**src/iodrb_pkg.sv**
```systemverilog
// Purpose: Constants for the extended I/O diagnostic record builder
// Assumes: 32-bit AXI4-Lite register bus, one aligned word per register
// Notes:   Record bytes are packed little-endian, four to a word
`default_nettype none

package iodrb_pkg;

    // ----------------------------------------
    // Register byte offsets
    // ----------------------------------------
    localparam logic [4:0] OFS_REC0 = 5'h00;
    localparam logic [4:0] OFS_REC1 = 5'h04;
    localparam logic [4:0] OFS_REC2 = 5'h08;
    localparam logic [4:0] OFS_REC3 = 5'h0c;
    localparam logic [4:0] OFS_CTRL = 5'h10;
    localparam logic [4:0] OFS_ACK = 5'h14;

    // ----------------------------------------
    // Control register fields
    // ----------------------------------------
    localparam int CTRL_PWM_BIT = 0;
    localparam int CTRL_MORE_BIT = 1;
    localparam int CTRL_CHINFO_BIT = 2;
    localparam logic [2:0] CTRL_RESET = 3'h4;

    // ----------------------------------------
    // Lost-interrupt flag layout
    // ----------------------------------------
    localparam int NUM_INPUTS = 10;
    localparam int NUM_METERS = 2;
    localparam int NUM_LOST = NUM_INPUTS + NUM_METERS;
    localparam int NUM_GROUPS = 3;
    localparam int NUM_SLOTS = 12;

    // ----------------------------------------
    // Fixed record content
    // ----------------------------------------
    localparam logic [3:0] CLASS_ANALOG = 4'h5;
    localparam logic [3:0] CLASS_DIGITAL = 4'hf;
    localparam logic [6:0] CH_TYPE_DIG_IN = 7'h70;
    localparam logic [6:0] CH_TYPE_ANA_IN = 7'h71;
    localparam logic [6:0] CH_TYPE_DIG_OUT = 7'h72;
    localparam logic [6:0] CH_TYPE_ANA_OUT = 7'h73;
    localparam logic [6:0] CH_TYPE_ANA_IO = 7'h74;
    localparam logic [7:0] DIAG_BITS_PER_CH = 8'h08;
    localparam logic [7:0] NUM_CHANNELS = 8'h08;

    // ----------------------------------------
    // Bus responses
    // ----------------------------------------
    localparam logic [1:0] RESP_OKAY = 2'h0;
    localparam logic [1:0] RESP_SLVERR = 2'h2;

endpackage : iodrb_pkg

`default_nettype wire

```
**src/iodrb_record_builder.sv**
```systemverilog
// Purpose: Builds the 16-byte extended diagnostic record of the digital
//          I/O technology functions and serves it over AXI4-Lite
// Assumes: Error and lost-event inputs come from logic on clk
// Notes:
// Notes on behaviour
// [RL1] Record is 16 bytes: basic 4 bytes, then 12 module-specific bytes.
// [RL2] Byte 4 bits 6..0 give channel type, here digital input 70h.
// [RL3] Byte 4 bit 7 set means further channel types follow.
// [RL4] Byte 5 holds diagnostic bits per channel, fixed 08h.
// [RL5] Byte 6 holds number of channels, fixed 08h.
// [RL6] Byte 7 bits 0..2 flag errors in input groups 0, 1, 2.
// [RL7] Frequency mode: byte 7 bits 4, 5 flag meter errors; 3, 6, 7 reserved.
// [RL8] Bytes 8..10 flag lost input interrupts on even bits; odd bits zero.
// [RL9] Frequency mode: bytes 12, 13 bit 0 flag lost integration-end interrupts.
// [RL10] PWM mode: byte 7 reports only groups 0..2; bits 7..3 reserved.
// [RL11] Byte 0: bit 0 module failure, bit 2 external, bit 3 channel error.
// [RL12] Byte 1: module class, channel-info bit; bytes 2, 3 read 00h.
// [RL13] Reserved bytes and bits read zero; lost flags stick until acknowledged.
//
// Added by the designer: the AXI4-Lite interface to the registers and the register offsets.
`default_nettype none

module iodrb_record_builder (
    // Clock and reset
    input wire logic clk,
    input wire logic sys_rst,

    // AXI4-Lite write address
    input wire logic s_axi_awvalid,
    output logic s_axi_awready,
    input wire logic [31:0] s_axi_awaddr,
    input wire logic [2:0] s_axi_awprot,

    // AXI4-Lite write data
    input wire logic s_axi_wvalid,
    output logic s_axi_wready,
    input wire logic [31:0] s_axi_wdata,
    input wire logic [3:0] s_axi_wstrb,

    // AXI4-Lite write response
    output logic s_axi_bvalid,
    input wire logic s_axi_bready,
    output logic [1:0] s_axi_bresp,

    // AXI4-Lite read address
    input wire logic s_axi_arvalid,
    output logic s_axi_arready,
    input wire logic [31:0] s_axi_araddr,
    input wire logic [2:0] s_axi_arprot,

    // AXI4-Lite read data
    output logic s_axi_rvalid,
    input wire logic s_axi_rready,
    output logic [31:0] s_axi_rdata,
    output logic [1:0] s_axi_rresp,

    // Diagnostic conditions from the I/O logic
    input wire logic moduleFail,
    input wire logic externalErr,
    input wire logic [iodrb_pkg::NUM_GROUPS-1:0] groupErr,
    input wire logic [iodrb_pkg::NUM_METERS-1:0] meterErr,

    // Lost-interrupt events, one-cycle pulses
    input wire logic [iodrb_pkg::NUM_INPUTS-1:0] inputLostEv,
    input wire logic [iodrb_pkg::NUM_METERS-1:0] integLostEv,

    // Record towards the record-read logic
    output logic [127:0] diagRecord,
    output logic lostPending
);

    // ----------------------------------------
    // Write channel state
    // ----------------------------------------
    logic awHeld_r;
    logic awHeld_nxt;
    logic [4:0] awAddr_r;
    logic [4:0] awAddr_nxt;
    logic wHeld_r;
    logic wHeld_nxt;
    logic [31:0] wData_r;
    logic [31:0] wData_nxt;
    logic [3:0] wStrb_r;
    logic [3:0] wStrb_nxt;
    logic bValid_r;
    logic bValid_nxt;
    logic [1:0] bResp_r;
    logic [1:0] bResp_nxt;
    logic doWrite;
    logic wrCtrl;
    logic wrAck;

    assign s_axi_awready = !awHeld_r && !bValid_r;
    assign s_axi_wready = !wHeld_r && !bValid_r;
    assign s_axi_bvalid = bValid_r;
    assign s_axi_bresp = bResp_r;
    assign doWrite = awHeld_r && wHeld_r && !bValid_r;
    assign wrCtrl = doWrite && (awAddr_r == iodrb_pkg::OFS_CTRL);
    assign wrAck = doWrite && (awAddr_r == iodrb_pkg::OFS_ACK);

    always_comb begin
        awHeld_nxt = awHeld_r;
        awAddr_nxt = awAddr_r;
        wHeld_nxt = wHeld_r;
        wData_nxt = wData_r;
        wStrb_nxt = wStrb_r;
        bValid_nxt = bValid_r;
        bResp_nxt = bResp_r;
        if (s_axi_awvalid && s_axi_awready) begin
            awHeld_nxt = 1'b1;
            awAddr_nxt = {s_axi_awaddr[4:2], 2'b00};
            if (s_axi_awaddr[31:5] != 27'h0) begin
                awAddr_nxt = 5'h1c;
            end
        end
        if (s_axi_wvalid && s_axi_wready) begin
            wHeld_nxt = 1'b1;
            wData_nxt = s_axi_wdata;
            wStrb_nxt = s_axi_wstrb;
        end
        // Commit once both address and data are held
        if (doWrite) begin
            awHeld_nxt = 1'b0;
            wHeld_nxt = 1'b0;
            bValid_nxt = 1'b1;
            bResp_nxt = (wrCtrl || wrAck) ? iodrb_pkg::RESP_OKAY : iodrb_pkg::RESP_SLVERR;
        end
        if (bValid_r && s_axi_bready) begin
            bValid_nxt = 1'b0;
        end
    end

    always_ff @(posedge clk or posedge sys_rst) begin
        if (sys_rst) begin
            awHeld_r <= 1'b0;
            awAddr_r <= 5'h00;
            wHeld_r <= 1'b0;
            wData_r <= 32'h0;
            wStrb_r <= 4'h0;
            bValid_r <= 1'b0;
            bResp_r <= 2'h0;
        end else begin
            awHeld_r <= awHeld_nxt;
            awAddr_r <= awAddr_nxt;
            wHeld_r <= wHeld_nxt;
            wData_r <= wData_nxt;
            wStrb_r <= wStrb_nxt;
            bValid_r <= bValid_nxt;
            bResp_r <= bResp_nxt;
        end
    end

    // ----------------------------------------
    // Diagnostic state
    // ----------------------------------------
    logic [2:0] ctrl_r;
    logic [2:0] ctrl_nxt;
    logic [iodrb_pkg::NUM_LOST-1:0] lost_r;
    logic [iodrb_pkg::NUM_LOST-1:0] lost_nxt;
    logic [127:0] record_r;
    logic [127:0] record_nxt;
    logic [iodrb_pkg::NUM_LOST-1:0] lostSet;
    logic [iodrb_pkg::NUM_LOST-1:0] lostClr;
    logic [15:0] ackMask;
    logic pwmMode;
    logic [23:0] inputLostBytes;
    logic [7:0] recByte [16];

    assign pwmMode = ctrl_r[iodrb_pkg::CTRL_PWM_BIT];
    assign ackMask = {{8{wStrb_r[1]}}, {8{wStrb_r[0]}}} & wData_r[15:0];

    // Spread the input flags onto even bit positions of bytes 8..10
    genvar gi;
    generate
        for (gi = 0; gi < iodrb_pkg::NUM_SLOTS; gi++) begin : g_slot
            // [RL8] Even-bit flags
            if (gi < iodrb_pkg::NUM_INPUTS) begin : g_used
                assign inputLostBytes[2*gi] = lost_r[gi];
            end else begin : g_free
                assign inputLostBytes[2*gi] = 1'b0;
            end
            assign inputLostBytes[2*gi+1] = 1'b0;
        end
    endgenerate

    always_comb begin
        ctrl_nxt = ctrl_r;
        if (wrCtrl && wStrb_r[0]) begin
            ctrl_nxt = wData_r[2:0];
        end
        // [RL9] Integration-end events count only in frequency mode
        lostSet = {integLostEv & {iodrb_pkg::NUM_METERS{!pwmMode}}, inputLostEv};
        lostClr = wrAck ? ackMask[iodrb_pkg::NUM_LOST-1:0] : '0;
        // [RL13] Sticky until acknowledged, set wins
        lost_nxt = (lost_r & ~lostClr) | lostSet;
    end

    always_comb begin
        for (int i = 0; i < 16; i++) begin
            recByte[i] = 8'h00;
        end
        // [RL6] Input group errors
        recByte[7][2:0] = groupErr;
        // [RL7] Meter errors in frequency mode
        // [RL10] PWM keeps bits 7..3 clear
        if (!pwmMode) begin
            recByte[7][5:4] = meterErr;
        end
        // [RL11] Basic status byte
        recByte[0][0] = moduleFail;
        recByte[0][2] = externalErr;
        recByte[0][3] = |recByte[7];
        // [RL12] Module class and channel info
        recByte[1][3:0] = iodrb_pkg::CLASS_DIGITAL;
        recByte[1][4] = ctrl_r[iodrb_pkg::CTRL_CHINFO_BIT];
        // [RL2] Channel type
        recByte[4][6:0] = iodrb_pkg::CH_TYPE_DIG_IN;
        // [RL3] Further channel types
        recByte[4][7] = ctrl_r[iodrb_pkg::CTRL_MORE_BIT];
        // [RL4] Bits per channel
        recByte[5] = iodrb_pkg::DIAG_BITS_PER_CH;
        // [RL5] Channel count
        recByte[6] = iodrb_pkg::NUM_CHANNELS;
        recByte[8] = inputLostBytes[7:0];
        recByte[9] = inputLostBytes[15:8];
        recByte[10] = inputLostBytes[23:16];
        // [RL9] Integration-end flags
        if (!pwmMode) begin
            recByte[12][0] = lost_r[iodrb_pkg::NUM_INPUTS];
            recByte[13][0] = lost_r[iodrb_pkg::NUM_INPUTS+1];
        end
        // [RL1] Pack 16 bytes little-endian
        for (int i = 0; i < 16; i++) begin
            record_nxt[8*i +: 8] = recByte[i];
        end
    end

    always_ff @(posedge clk or posedge sys_rst) begin
        if (sys_rst) begin
            ctrl_r <= iodrb_pkg::CTRL_RESET;
            lost_r <= '0;
            record_r <= 128'h0;
        end else begin
            ctrl_r <= ctrl_nxt;
            lost_r <= lost_nxt;
            record_r <= record_nxt;
        end
    end

    assign diagRecord = record_r;

    // ----------------------------------------
    // Read channel
    // ----------------------------------------
    logic rValid_r;
    logic rValid_nxt;
    logic [31:0] rData_r;
    logic [31:0] rData_nxt;
    logic [1:0] rResp_r;
    logic [1:0] rResp_nxt;
    logic pend_r;

    assign s_axi_arready = !rValid_r;
    assign s_axi_rvalid = rValid_r;
    assign s_axi_rdata = rData_r;
    assign s_axi_rresp = rResp_r;

    always_comb begin
        rValid_nxt = rValid_r;
        rData_nxt = rData_r;
        rResp_nxt = rResp_r;
        if (rValid_r && s_axi_rready) begin
            rValid_nxt = 1'b0;
        end
        if (s_axi_arvalid && s_axi_arready) begin
            rValid_nxt = 1'b1;
            rData_nxt = 32'h0;
            rResp_nxt = iodrb_pkg::RESP_OKAY;
            if (s_axi_araddr[31:5] != 27'h0) begin
                rResp_nxt = iodrb_pkg::RESP_SLVERR;
            end else begin
                case (s_axi_araddr[4:0] & 5'h1c)
                    iodrb_pkg::OFS_REC0: rData_nxt = record_r[31:0];
                    iodrb_pkg::OFS_REC1: rData_nxt = record_r[63:32];
                    iodrb_pkg::OFS_REC2: rData_nxt = record_r[95:64];
                    iodrb_pkg::OFS_REC3: rData_nxt = record_r[127:96];
                    iodrb_pkg::OFS_CTRL: rData_nxt = {29'h0, ctrl_r};
                    iodrb_pkg::OFS_ACK: rData_nxt = {20'h0, lost_r};
                    default: rResp_nxt = iodrb_pkg::RESP_SLVERR;
                endcase
            end
        end
    end

    always_ff @(posedge clk or posedge sys_rst) begin
        if (sys_rst) begin
            rValid_r <= 1'b0;
            rData_r <= 32'h0;
            rResp_r <= 2'h0;
            pend_r <= 1'b0;
        end else begin
            rValid_r <= rValid_nxt;
            rData_r <= rData_nxt;
            rResp_r <= rResp_nxt;
            pend_r <= |lost_nxt;
        end
    end

    assign lostPending = pend_r;

endmodule : iodrb_record_builder

`default_nettype wire

```
**config.mk**
```make
export PLATFORM = sky130hd
export DESIGN_NAME = iodrb_record_builder
export DESIGN_NICKNAME = d
export VERILOG_FILES = /design/src/iodrb_pkg.sv /design/src/iodrb_record_builder.sv
export SDC_FILE = /design/constraint.sdc
export NUM_CORES = 1
export LEC_CHECK = 0
export ABC_AREA = 1
export BUFFER_PORTS_ARGS = -buffer_cell sky130_fd_sc_hd__buf_2
export CORE_AREA = 2 2 116 118
export DETAILED_ROUTE_END_ITERATION = 8
export DIE_AREA = 0 0 118 120
export PLACE_DENSITY = 0.69
export SLEW_MARGIN = 20
export SYNTH_ARGS = -nofsm -noshare
export SYNTH_HDL_FRONTEND = slang
export SYNTH_SLANG_ARGS = --single-unit
```
**constraint.sdc**
```tcl
create_clock -name clk -period 4.4 [get_ports clk]
set_input_delay 1.32 -clock clk [delete_from_list [all_inputs] [get_ports clk]]
set_output_delay 1.32 -clock clk [all_outputs]
set_load 0.01 [all_outputs]
```
After elaboration in Yosys (flattened, before gate mapping):

Cells that the tools add are included.

* input port bits: 132
* flip-flop bits (word level): 106

* equality and inequality tests: 7
* multiplexer cells: 18
* bitwise operators: 5
* reductions and logical operators: 28

Operators by type and width (count)
* $pmux 30 s6: 1
* $reduce_bool 27->1: 2
* $mux 30: 1
* $and 12x12->12: 2
* $logic_and 1x1->1: 12
* $mux 12: 1
* $not 12->12: 1
* $or 12x12->12: 1
* $reduce_or 12->1: 1
* $eq 5x5->1 const B: 2
* $mux 1: 10
* $mux 2: 4
* $reduce_bool 2->1: 4
* $eq 3x2->1 const B: 2
* $eq 3x3->1 const B: 2
* $reduce_or 6->1: 1
* $logic_not 1->1: 5
* $logic_not 5->1: 1
* $mux 5: 1
* $reduce_or 5->1: 1
* $eq 3x1->1 const B: 1
* $and 2x2->2: 1
* $logic_or 1x1->1: 1

Logic depth before layout (Yosys ltp):

Gate-level depths: netlist (run 1).

* depth in word-level cells: 8
* mapped depth: 10
* gate-level depth less buffers: 9

Least setup slack after synthesis (run 1):

No wires, ideal clock.

* path kind: in2reg
* from: input port s_axi_araddr[3]
* to: register rData_r[0] (netlist: s_axi_rdata[0])
* data required time: 4.284 ns
* path buffers: 1
* library setup time: 0.116 ns
* stages on the path: 10
* path slack: 2.179 ns
* data arrival time: 2.104 ns
* path through: buf_2 -> inv_1 -> nand3_1 -> inv_2 -> nand2_1 -> nand2_1 -> a21oi_1 -> nand3_1 -> nand2_1 -> nand2_1

* word-level cells in the longest chain between the ends: 3
* elaborated cells on any way between the ends: 8
* classes of those cells: eq/ne: 5; mux: 2; reduce/logical: 1

RTL lines
* from (decl): RTL line iodrb_record_builder.sv:48 `input wire logic [31:0] s_axi_araddr,`
* $eq 3x3->1, or another cell as far along: RTL line iodrb_record_builder.sv:282 `case (s_axi_araddr[4:0] & 5'h1c)`
* $pmux 30 s6 *: RTL line iodrb_record_builder.sv:282
* $mux 30 *: RTL line iodrb_record_builder.sv:279 `if (s_axi_araddr[31:5] != 27'h0) begin`
* to (signal assigned): RTL line iodrb_record_builder.sv:303 `rData_r <= rData_nxt;`
* to (decl): RTL line iodrb_record_builder.sv:257 `logic [31:0] rData_r;`

Mark *: on every way between the ends. The rest lies on a longest branch, timed or not.
A chain may end at the register's enable or synchronous reset.

Final worst setup path (run 1):

* from: register bValid_r (netlist: s_axi_bvalid)
* to: output port s_axi_awready

* word-level cells in the longest chain between the ends: 2

RTL lines
* from (decl): RTL line iodrb_record_builder.sv:85 `logic bValid_r;`
* from (signal assigned): RTL line iodrb_record_builder.sv:148 `bValid_r <= bValid_nxt;`
* $logic_not 1->1: RTL line iodrb_record_builder.sv:93 `assign s_axi_awready = !awHeld_r && !bValid_r;`
* $logic_and 1x1->1: RTL line iodrb_record_builder.sv:93
* to (decl): RTL line iodrb_record_builder.sv:30 `output logic s_axi_awready,`

No other way between the ends.

==> summary.md, run 1 <==
| Metric | Value |
|---|---|
| Synth Warn # | 0 |
| Synth async-reset ratio | 100% |
| Library cells used by synthesis | 33 |
| Part of the cycle the worst path needs | 56.9% |
| Post-synth top flop | dfrtp_1 |
| Fill cells | 1332 |
| Detailed Route WL | 10.5 mm |
| Commonest cells after routing, fill and taps aside | buf_2, nand2_1, conb_1 |
| Crit-path max FO | 6 |
| Worst reg2reg path depth | 7 |
| Hold buffers post-CTS | 0 |
| Post-CTS Setup Bufs | 0 |
| TritonCTS clock tree | yes |
| Post-cts sizing count | 0 |
| Die area | 0.0142 mm2 |
| Initial antenna violation count | 1 |
| Seq/Total Area, Yosys | 46.9% |
| Final slew viol count | 0 |
| ANT nets after route | 0 |
| Router iterations before antenna repair | 4 |
| Outcome | completed |
| Post-synthesis register bit count | 84 |
| Post-synth top area cell | dfrtp_1 |
| # IOs | 302 |
| Max transition margin | 60.8% |
| Grt ovf | 0 |
| Fmax | 0.400 GHz |
| Power per cell area | 397 mW/mm2 |
| Family with the most delay on the worst path | flip-flops |
| WHS | 410 ps |
| Largest net degree at the start of global routing | 37 |
| Max VDD drop | roughly 420 uV |
| First-pass GRT wire length | 16.6 mm |
| Final setup vio count | 0 |
| Actual slew at the worst max-slew pin | about 600 ps |
| Core Region | 0.0130 mm2 |
| GPL Wtd Cong | 0.791 |
| Vias in the first global route | roughly 3300 |
| DP HPWL | about 8.5 mm |
| Die Y | 120 um |
| Root buf cell | clkbuf_16 |
| Startpoint Class | flip-flop |
| Via/cell ratio | 3.98 |
| Unrepaired setup endpoints after global routing | false |
| Critical path type | reg2out |
| Global-route total usage across every layer | 15.3% |
| Starting Density | 34.6% |
| PortBufs | 160 |
| Final Critical Period | 2500 ps |
| Die Wd | about 120 um |
| HP Class | reg2reg |
| Nets | 794 |
| Worst r2r dst | s_axi_rdata[9] |
| DR iter-0 viols | 111 |
| Max_cap viols | 0 |
| Area after DPL | about 0.005 mm2 |
| Critical path's slowest cell | dfrtp_1 |
| Area grow syn2layout | 18.2% |
| Final Cell Area | 0.00531 mm2 |
| Drt drc | 0 |
| Post-Syn Area | 0.00449 mm2 |
| Worst path max stage delay | 450 ps |
| Buf/Inv on CP | 1 |
| TritonCTS Buffers | 9 |
| R2r setup slk | 2570 ps |
| Cells after synthesis | 508 |
| Via count | about 3400 |
| EDFF count, synth | 0 |
| Skew final | 6.70 ps |
| Crit-path cells | nor2_1 -> buf_2 |
| Number of cell rows | 42 |
| HP Start | lost_r[0] |
| Latest clock arrival within the worst-skew pair | 340 ps |
| CTS sink count | 84 |
| CTS max path bufs | 2 |
| Sum Neg Setup Slack | 0 ps |
| Setup crit end | s_axi_awready |
| Final hold violation count | 0 |
| Htree depth | 3 |
| Crit. End Element | primary output |
| Placed Cells | 827 |
| Synth top area cells | dfrtp_1, buf_4, nand2_1 |
| CP required | 3080 ps |
| Total Power | approximately 2.1 mW |
| Leak | 2.80 nW |
| DR WL/cell | 12.5 um |
| RR Startpoint | s_axi_rvalid |
| Yosys top cell area share | 46.3% |
| Worst Setup SP | s_axi_bvalid |
| Worst-path clk slew | 60 ps |
| Share of layout cells above drive strength 1 | 32.1% |
| Layout Cells excl Fill | 844 |
| Commonest non-fill, non-tap cell in the layout | buf_2 |
| Critical Path Stages | 2 |
| Critical Path AT | 1180 ps |
| Synth Area per Inst | 8.83 um2 |
-- final cells by class --
cell class                      instances  area (um2)  share of cell area, %
Clock inverter                          5        85.1                   1.60
Multi-Input combinational cell        365        1700                   32.0
Clock buffer                           11         233                   4.39
Timing Repair Buffer                  162         816                   15.4
Tap cell                              176         220                   4.15
Antenna cell                            1        2.50                 0.0472
Inverter                               40         151                   2.85
Sequential cell                        84        2100                   39.6
-- sequential cells by signal, indices dropped and copies added (netlist names) --
name,flops
diagRecord,23
s_axi_rdata,22
lost_r,12
wData_r,12
awAddr_r,3
ctrl_r,3
wStrb_r,2
awHeld_r,1
lostPending,1
s_axi_bresp,1
s_axi_bvalid,1
s_axi_rresp,1
s_axi_rvalid,1
wHeld_r,1
-- per-stage QoR --
step	util [%]	setup WS, ps
after floorplan	-	917
after global placement	38.4	1540
after detailed placement	38.4	1560
after CTS	40.9	1880
after global routing	40.9	1810
final	40.9	1900
-- synthesized netlist by cell type, types with 3 or more instances --
| cell type | instances |
|---|---|
| a21oi_1 | 11 |
| a21oi_2 | 7 |
| a22o_1 | 3 |
| buf_4 | 120 |
| clkbuf_1 | 3 |
| dfrtp_1 | 83 |
| inv_1 | 32 |
| inv_2 | 8 |
| mux2_1 | 6 |
| mux2_2 | 7 |
| nand2_1 | 115 |
| nand2_2 | 4 |
| nand3_1 | 14 |
| nand3b_1 | 6 |
| nand4_1 | 6 |
| nor2_1 | 50 |
| nor2_2 | 3 |
| o21ai_0 | 5 |
| o21ai_1 | 3 |
-- where the power goes --
part / internal, mW / total, mW / switching [mW]
clock network: 0.500 / 0.808 / 0.307
logic: 0.151 / 0.373 / 0.222
registers: 0.857 / 0.928 / 0.0707
total: 1.51 / 2.11 / 0.599
-- worst min-delay path by stage --
stage,cells past startpoint,end,slack [ps]
after CTS,0,diagRecord[64],420
after detailed placement,0,diagRecord[64],410
after floorplan,0,diagRecord[64],370
after global placement,0,diagRecord[64],400
after global routing,0,diagRecord[12],420
final,0,diagRecord[64],410
-- logic make-up after synthesis --
logic type	Yosys count	synth area share [%]
compound gates	35	5.32
buf+inv	167	24.4
flops	84	46.9
mux	13	3.26
other cells	2	0.167
simple gates	207	20.0
-- metal layers --
layer,share of wire (%),wire length (um),track usage [%]
met3,8.2,859,6.32
met4,1.4,147,4.29
met1,38,4000,16.3
met2,52,5500,27.7
met5,0.18,19,0
No activity file was read; power rests on OpenSTA's default activity.
==> run 2, diff against run 1 <==
Settings changed: ABC_AREA 1 to 0, PLACE_DENSITY 0.69 to 0.7.
Clock period 4.4 ns to 2.19 ns, I/O delays scaled along.
==> summary.md, run 2 <==
| Metric | Value |
|---|---|
| R2r setup slk | -90 ps |
| Nets | 710 |
| Final hold violation count | 0 |
| Cells after synthesis | around 400 |
| Die Y | about 120 um |
| Post-synth top flop | dfrtp_1 |
| Antenna diodes | 0 |
| Global-route total usage across every layer | 14.6% |
| Via count | between 3000 and 4000 |
| Latest clock arrival within the worst-skew pair | 330 ps |
| Root buf cell | clkbuf_16 |
| Max VDD drop | 377 uV |
| RR Startpoint | s_axi_bvalid |
| Core Region | around 0.013 mm2 |
| WHS | 392 ps |
| Max transition margin | 60.3% |
| Worst r2r dst | lostPending |
| Largest net degree at the start of global routing | 35 |
| Most frequent cell after synthesis | buf_4 |
| # IOs | 302 |
| Htree depth | 3 |
| DR WL/cell | 13.7 um |
| First-pass GRT wire length | 15.9 mm |
| Die Wd | 118 um |
| Global Route met2 Usage | 27.1% |
| Fmax | 0.438 GHz |
| Die area | 0.0142 mm2 |
| GRT Max-Usage Layer | met2 |
| Share of layout cells above drive strength 1 | between 30 and 40% |
| Final setup vio count | 1 |
| Vias in the first global route | 3114 |
| EDFF count, synth | 0 |
| Outcome | finished, violations left |
| Initial antenna violation count | 0 |
| ANT nets after route | 0 |
| Crit-path max FO | 3 |
| Unrepaired setup endpoints after global routing | true |
| PortBufs | 160 |
| Max_cap viols | 0 |
| Worst-path clk slew | 60 ps |
| Critical Path AT | around 2500 ps |
| Area grow syn2layout | 24.5% |
| Actual slew at the worst max-slew pin | 595 ps |
| Critical path type | reg2reg |
| Synth Area per Inst | roughly 11 um2 |
| Router iterations before antenna repair | 4 |
| Violated checks | negative setup slack |
| Grt ovf | 0 |
| HP Class | in2async |
| Drt drc | 0 |
| Power per cell area | 817 mW/mm2 |
| Seq/Total Area, Yosys | 48.8% |
| Post-synthesis register bit count | 84 |
| Number of cell rows | 42 |
| Final slew viol count | 0 |
| DR iter-0 viols | 81 |
| Detailed Route WL | 10.4 mm |
| Synth async-reset ratio | 100% |
| Leak | roughly 2.7 nW |
| CTS sink count | between 80 and 90 |
| Via/cell ratio | 4.23 |
| Worst reg2reg path depth | 7 |
| Met3 Use GR | 3.23% |
| Final Critical Period | about 2300 ps |
| GPL Wtd Cong | 0.796 |
| TritonCTS clock tree | yes |
| Starting Density | 33.2% |
| Crit. End Element | flip-flop |
| DP HPWL | 8.55 mm |
| Smallest setup slack after layout | -93.9 ps |
| Library cells used by synthesis | 44 |
| Post-Syn Area | 0.00431 mm2 |
| Yosys top cell area share | 48.2% |
| Sum Neg Setup Slack | -93.9 ps |
| CP required | 2390 ps |
| Startpoint Class | flip-flop |
| Fill cells | 1325 |
| Skew final | 7.23 ps |
| CTS max path bufs | 2 |
| Post-synth top area cell | dfrtp_1 |
| Post-synth top cells | buf_4, dfrtp_1, mux2_2, nand2_1 |
| Commonest non-fill, non-tap cell in the layout | buf_2 |
| Part of the cycle the worst path needs | 104% |
| Synth top area cells | dfrtp_1, buf_4, mux2_2 |
| Synth Warn # | 0 |
| Met1 Track Usage GR | 16.5% |
| TritonCTS Buffers | 9 |
| Commonest cells after routing, fill and taps aside | buf_2, conb_1, dfrtp_1 |
| Largest register FFs | 23 |
-- run 2: cell count changes after synthesis, moves of 8 or more --
cell     before  now
inv_2         8    0
nor4_1        1   12
inv_1        32   14
nand3_1      14    1
o21ai_0       5   13
nand2_1     115   18
a22o_1        3   17
mux2_2        7   19
nor2_1       50   17
-- run 2: report_power, final --
| part | switching (mW) | internal (mW) |
|---|---|---|
| registers | 0.129 | 1.74 |
| logic | 0.438 | 0.384 |
| clock network | 0.593 | 1.10 |
| total | 1.16 | 3.22 |
-- run 2: worst max-delay path by stage --
| stage | end | cells past startpoint | from |
|---|---|---|---|
| after global routing | lostPending | 6 | s_axi_bvalid |
| after floorplan | lostPending | 7 | s_axi_bvalid |
| after global placement | lostPending | 6 | integLostEv[1] |
| after CTS | lostPending | 6 | s_axi_bvalid |
| after detailed placement | lostPending | 6 | integLostEv[1] |
| final | lostPending | 7 | s_axi_bvalid |
-- run 2: layout make-up --
class | instances | area [um2] | share of cell area, %
clock buffers | 12 | 267 | 4.97
repair buffers | 184 | 993 | 18.5
well taps | 176 | 220 | 4.11
clock inverters | 4 | 77.6 | 1.45
multi-input cells | 285 | 1650 | 30.7
inverters | 14 | 56.3 | 1.05
flip-flops and latches | 84 | 2100 | 39.2
-- run 2: repair_timing --
item	CTS	global route
gates resized for setup	3	1
setup endpoints to repair	1	1
hold buffers	0	0
setup buffers	1	0
pin swaps	4	0
-- run 2: cell families after synthesis --
family          Yosys count  share of synthesized area [%]
compound gates           66                           11.3
buf+inv                 140                           22.7
flops                    84                           48.8
mux                      23                           5.90
other cells               2                          0.174
simple gates             86                           11.1
-- run 2: through the flow --
| step | total power, mW | cells | cell area, um2 | setup slack, ps | utilization, % |
|---|---|---|---|---|---|
| after floorplan | 2.51 | 509 | 4720 | -25.6 | - |
| after global placement | 2.70 | 742 | 5000 | -209 | 38.5 |
| after detailed placement | 2.72 | 742 | 5000 | -233 | 38.5 |
| after CTS | 4.44 | 759 | 5360 | -114 | 41.3 |
| after global routing | 4.61 | 759 | 5360 | -216 | 41.3 |
| final | 4.38 | 759 | 5360 | -93.9 | 41.3 |
-- run 2: routing by layer --
layer | wire (um) | vias up
li1 | - | 1519
met1 | 4210 | 1511
met2 | 5440 | 171
met3 | 675 | 9
met4 | 108 | 0
met5 | 0 | -
-- run 2: critical path, stage by stage (launching register included) --
cell,delay [ps]
dfrtp_1,370
and4bb_2,340
buf_4,120
buf_4,100
nand4_1,90
a21o_1,170
or4_1,500
or4_1,470
==> run 3, diff against run 2 <==
Settings changed: CORE_AREA 2 2 116 118 to 2 2 117 119, DIE_AREA 0 0 118 120 to 0 0 119 121, PLACE_DENSITY 0.7 to 0.66, SETUP_SLACK_MARGIN set to 0.02.
Clock period 2.19 ns to 2.35 ns, I/O delays scaled along.
==> summary.md, run 3 (synthesized netlist as in run 2, its figures left out) <==
| Metric | Value |
|---|---|
| Outcome | completed |
| Max transition margin | ~65% |
| Sum Neg Setup Slack | 0 ps |
| Share of layout cells above drive strength 1 | 38.0% |
| Max_cap viols | 0 |
| Grt ovf | 0 |
| Die Y | 121 um |
| Actual slew at the worst max-slew pin | 527 ps |
| R2r setup slk | around 1.0 ps |
| Die Wd | 119 um |
| TritonCTS clock tree | yes |
| Worst-path clk slew | 60 ps |
| Leak | 2.60 nW |
| Core Region | 0.0131 mm2 |
| Placed Cells | ~730 |
| Root buf cell | clkbuf_16 |
| CP required | 2560 ps |
| Final slew viol count | 0 |
| CTS sink count | 84 |
| Hold buffers post-CTS | 0 |
| Final Critical Period | between 2000 and 2500 ps |
| Detailed Route WL | approximately 10 mm |
| Largest net degree at the start of global routing | 43 |
| DR WL/cell | 13.9 um |
| Final setup vio count | 0 |
| Part of the cycle the worst path needs | 100% |
| Critical path type | reg2reg |
| Post-CTS Setup Bufs | 0 |
| Crit-path max FO | 3 |
| Area grow syn2layout | 21.3% |
| Latest clock arrival within the worst-skew pair | 340 ps |
| Drt drc | 0 |
| Commonest non-fill, non-tap cell in the layout | buf_2 |
| Fmax | 0.426 GHz |
| CTS max path bufs | 2 |
| DP HPWL | 8.53 mm |
| Vias in the first global route | about 3000 |
| Via count | 3215 |
| TritonCTS Buffers | 9 |
| Final hold violation count | 0 |
| Starting Density | 32.9% |
| First-pass GRT wire length | between 15 and 20 mm |
| Commonest cells after routing, fill and taps aside | buf_2, conb_1, dfrtp_1 |
| Die area | 0.0144 mm2 |
| WHS | 399 ps |
| Critical Path AT | 2560 ps |
| Global-route total usage across every layer | 14.2% |
| # IOs | 302 |
| PortBufs | 160 |
| GPL Wtd Cong | 0.877 |
| Router iterations before antenna repair | 4 |
| Nets | between 700 and 800 |
| Power per cell area | around 710 mW/mm2 |
| Htree depth | 3 |
| Skew final | approximately 9.0 ps |
| Unrepaired setup endpoints after global routing | true |
| Startpoint Class | flip-flop |
| Number of cell rows | 42 |
| Antenna diodes | 0 |
| Via/cell ratio | 4.29 |
| Crit. End Element | flip-flop |
| Initial antenna violation count | 0 |
| Layout Cells excl Fill | around 750 |
| HP Class | reg2reg |
| Fill cells | 1327 |
| DR iter-0 viols | 77 |
| ANT nets after route | 0 |
| Largest register FFs | 23 |
| Max VDD drop | 404 uV |
## run 3: cell count changes in the layout (fill, tap and decap cells not counted), sizes merged
cell / before / now
clkbuf: 12 / 10
bufinv: 2 / 0
clkinvlp: 1 / 3
clkinv: 0 / 3
buf: 184 / 175
inv: 15 / 13
## run 3: final timing paths
kind | from | end | cells after the start
worst max-delay path | s_axi_bvalid | lostPending | 6
worst min-delay path | ctrl_r[1] | diagRecord[39] | 0
worst max register to register | s_axi_bvalid | lostPending | 6
worst min register to register | ctrl_r[1] | diagRecord[39] | 0
max in group asynchronous | sys_rst | wData_r[9] | 3
min in group asynchronous | sys_rst | diagRecord[58] | 2
## run 3: area by class of cell
class / instances / area [um2] / area share [%]
Clock inverter: 5 / 30.0 / 0.575
Sequential cell: 84 / 2100 / 40.3
Inverter: 14 / 56.3 / 1.08
Timing Repair Buffer: 175 / 926 / 17.7
Tap cell: 176 / 220 / 4.22
Multi-Input combinational cell: 285 / 1660 / 31.8
Clock buffer: 10 / 229 / 4.38
## run 3: per-stage QoR
stage	cell area, um2	util [%]	setup slack [ps]	power (mW)
final	5220	39.9	1.05	3.73
after global routing	5220	39.9	-83.0	3.94
after CTS	5210	39.8	-25.2	3.77
after detailed placement	4940	37.7	-258	2.51
after global placement	4940	37.7	-259	2.48
after floorplan	4720	-	111	2.34
## run 3: critical path, cell delays in order (launching register included)
cell       delay, ps
dfrtp_1          370
and4bb_2         340
nand4_1          180
a2111oi_4        360
buf_4            170
or4b_1           400
or4_1            400
## run 3: what timing repair did
action / in CTS / in global routing
pin swaps: 3 / 0
hold endpoints to repair: 0 / 0
endpoints found under the setup margin: 1 / 1
cloned: 0 / 0
resized for setup: 3 / 2
## run 3: where the power goes
| part | total [mW] | leakage, nW | internal [mW] | switching [mW] |
|---|---|---|---|---|
| clock network | 1.25 | 0.124 | 0.703 | 0.550 |
| registers | 1.74 | 0.952 | 1.62 | 0.126 |
| logic | 0.733 | 1.53 | 0.337 | 0.397 |
| total | 3.73 | 2.60 | 2.66 | 1.07 |
## run 3: metal layers
layer | up-vias | track usage [%] | wire, um
met5 | - | 0 | 0
met4 | 0 | 7.14 | 267
met3 | 17 | 2.58 | 656
met2 | 185 | 25.4 | 5420
met1 | 1508 | 16.4 | 4090
li1 | 1505 | - | -
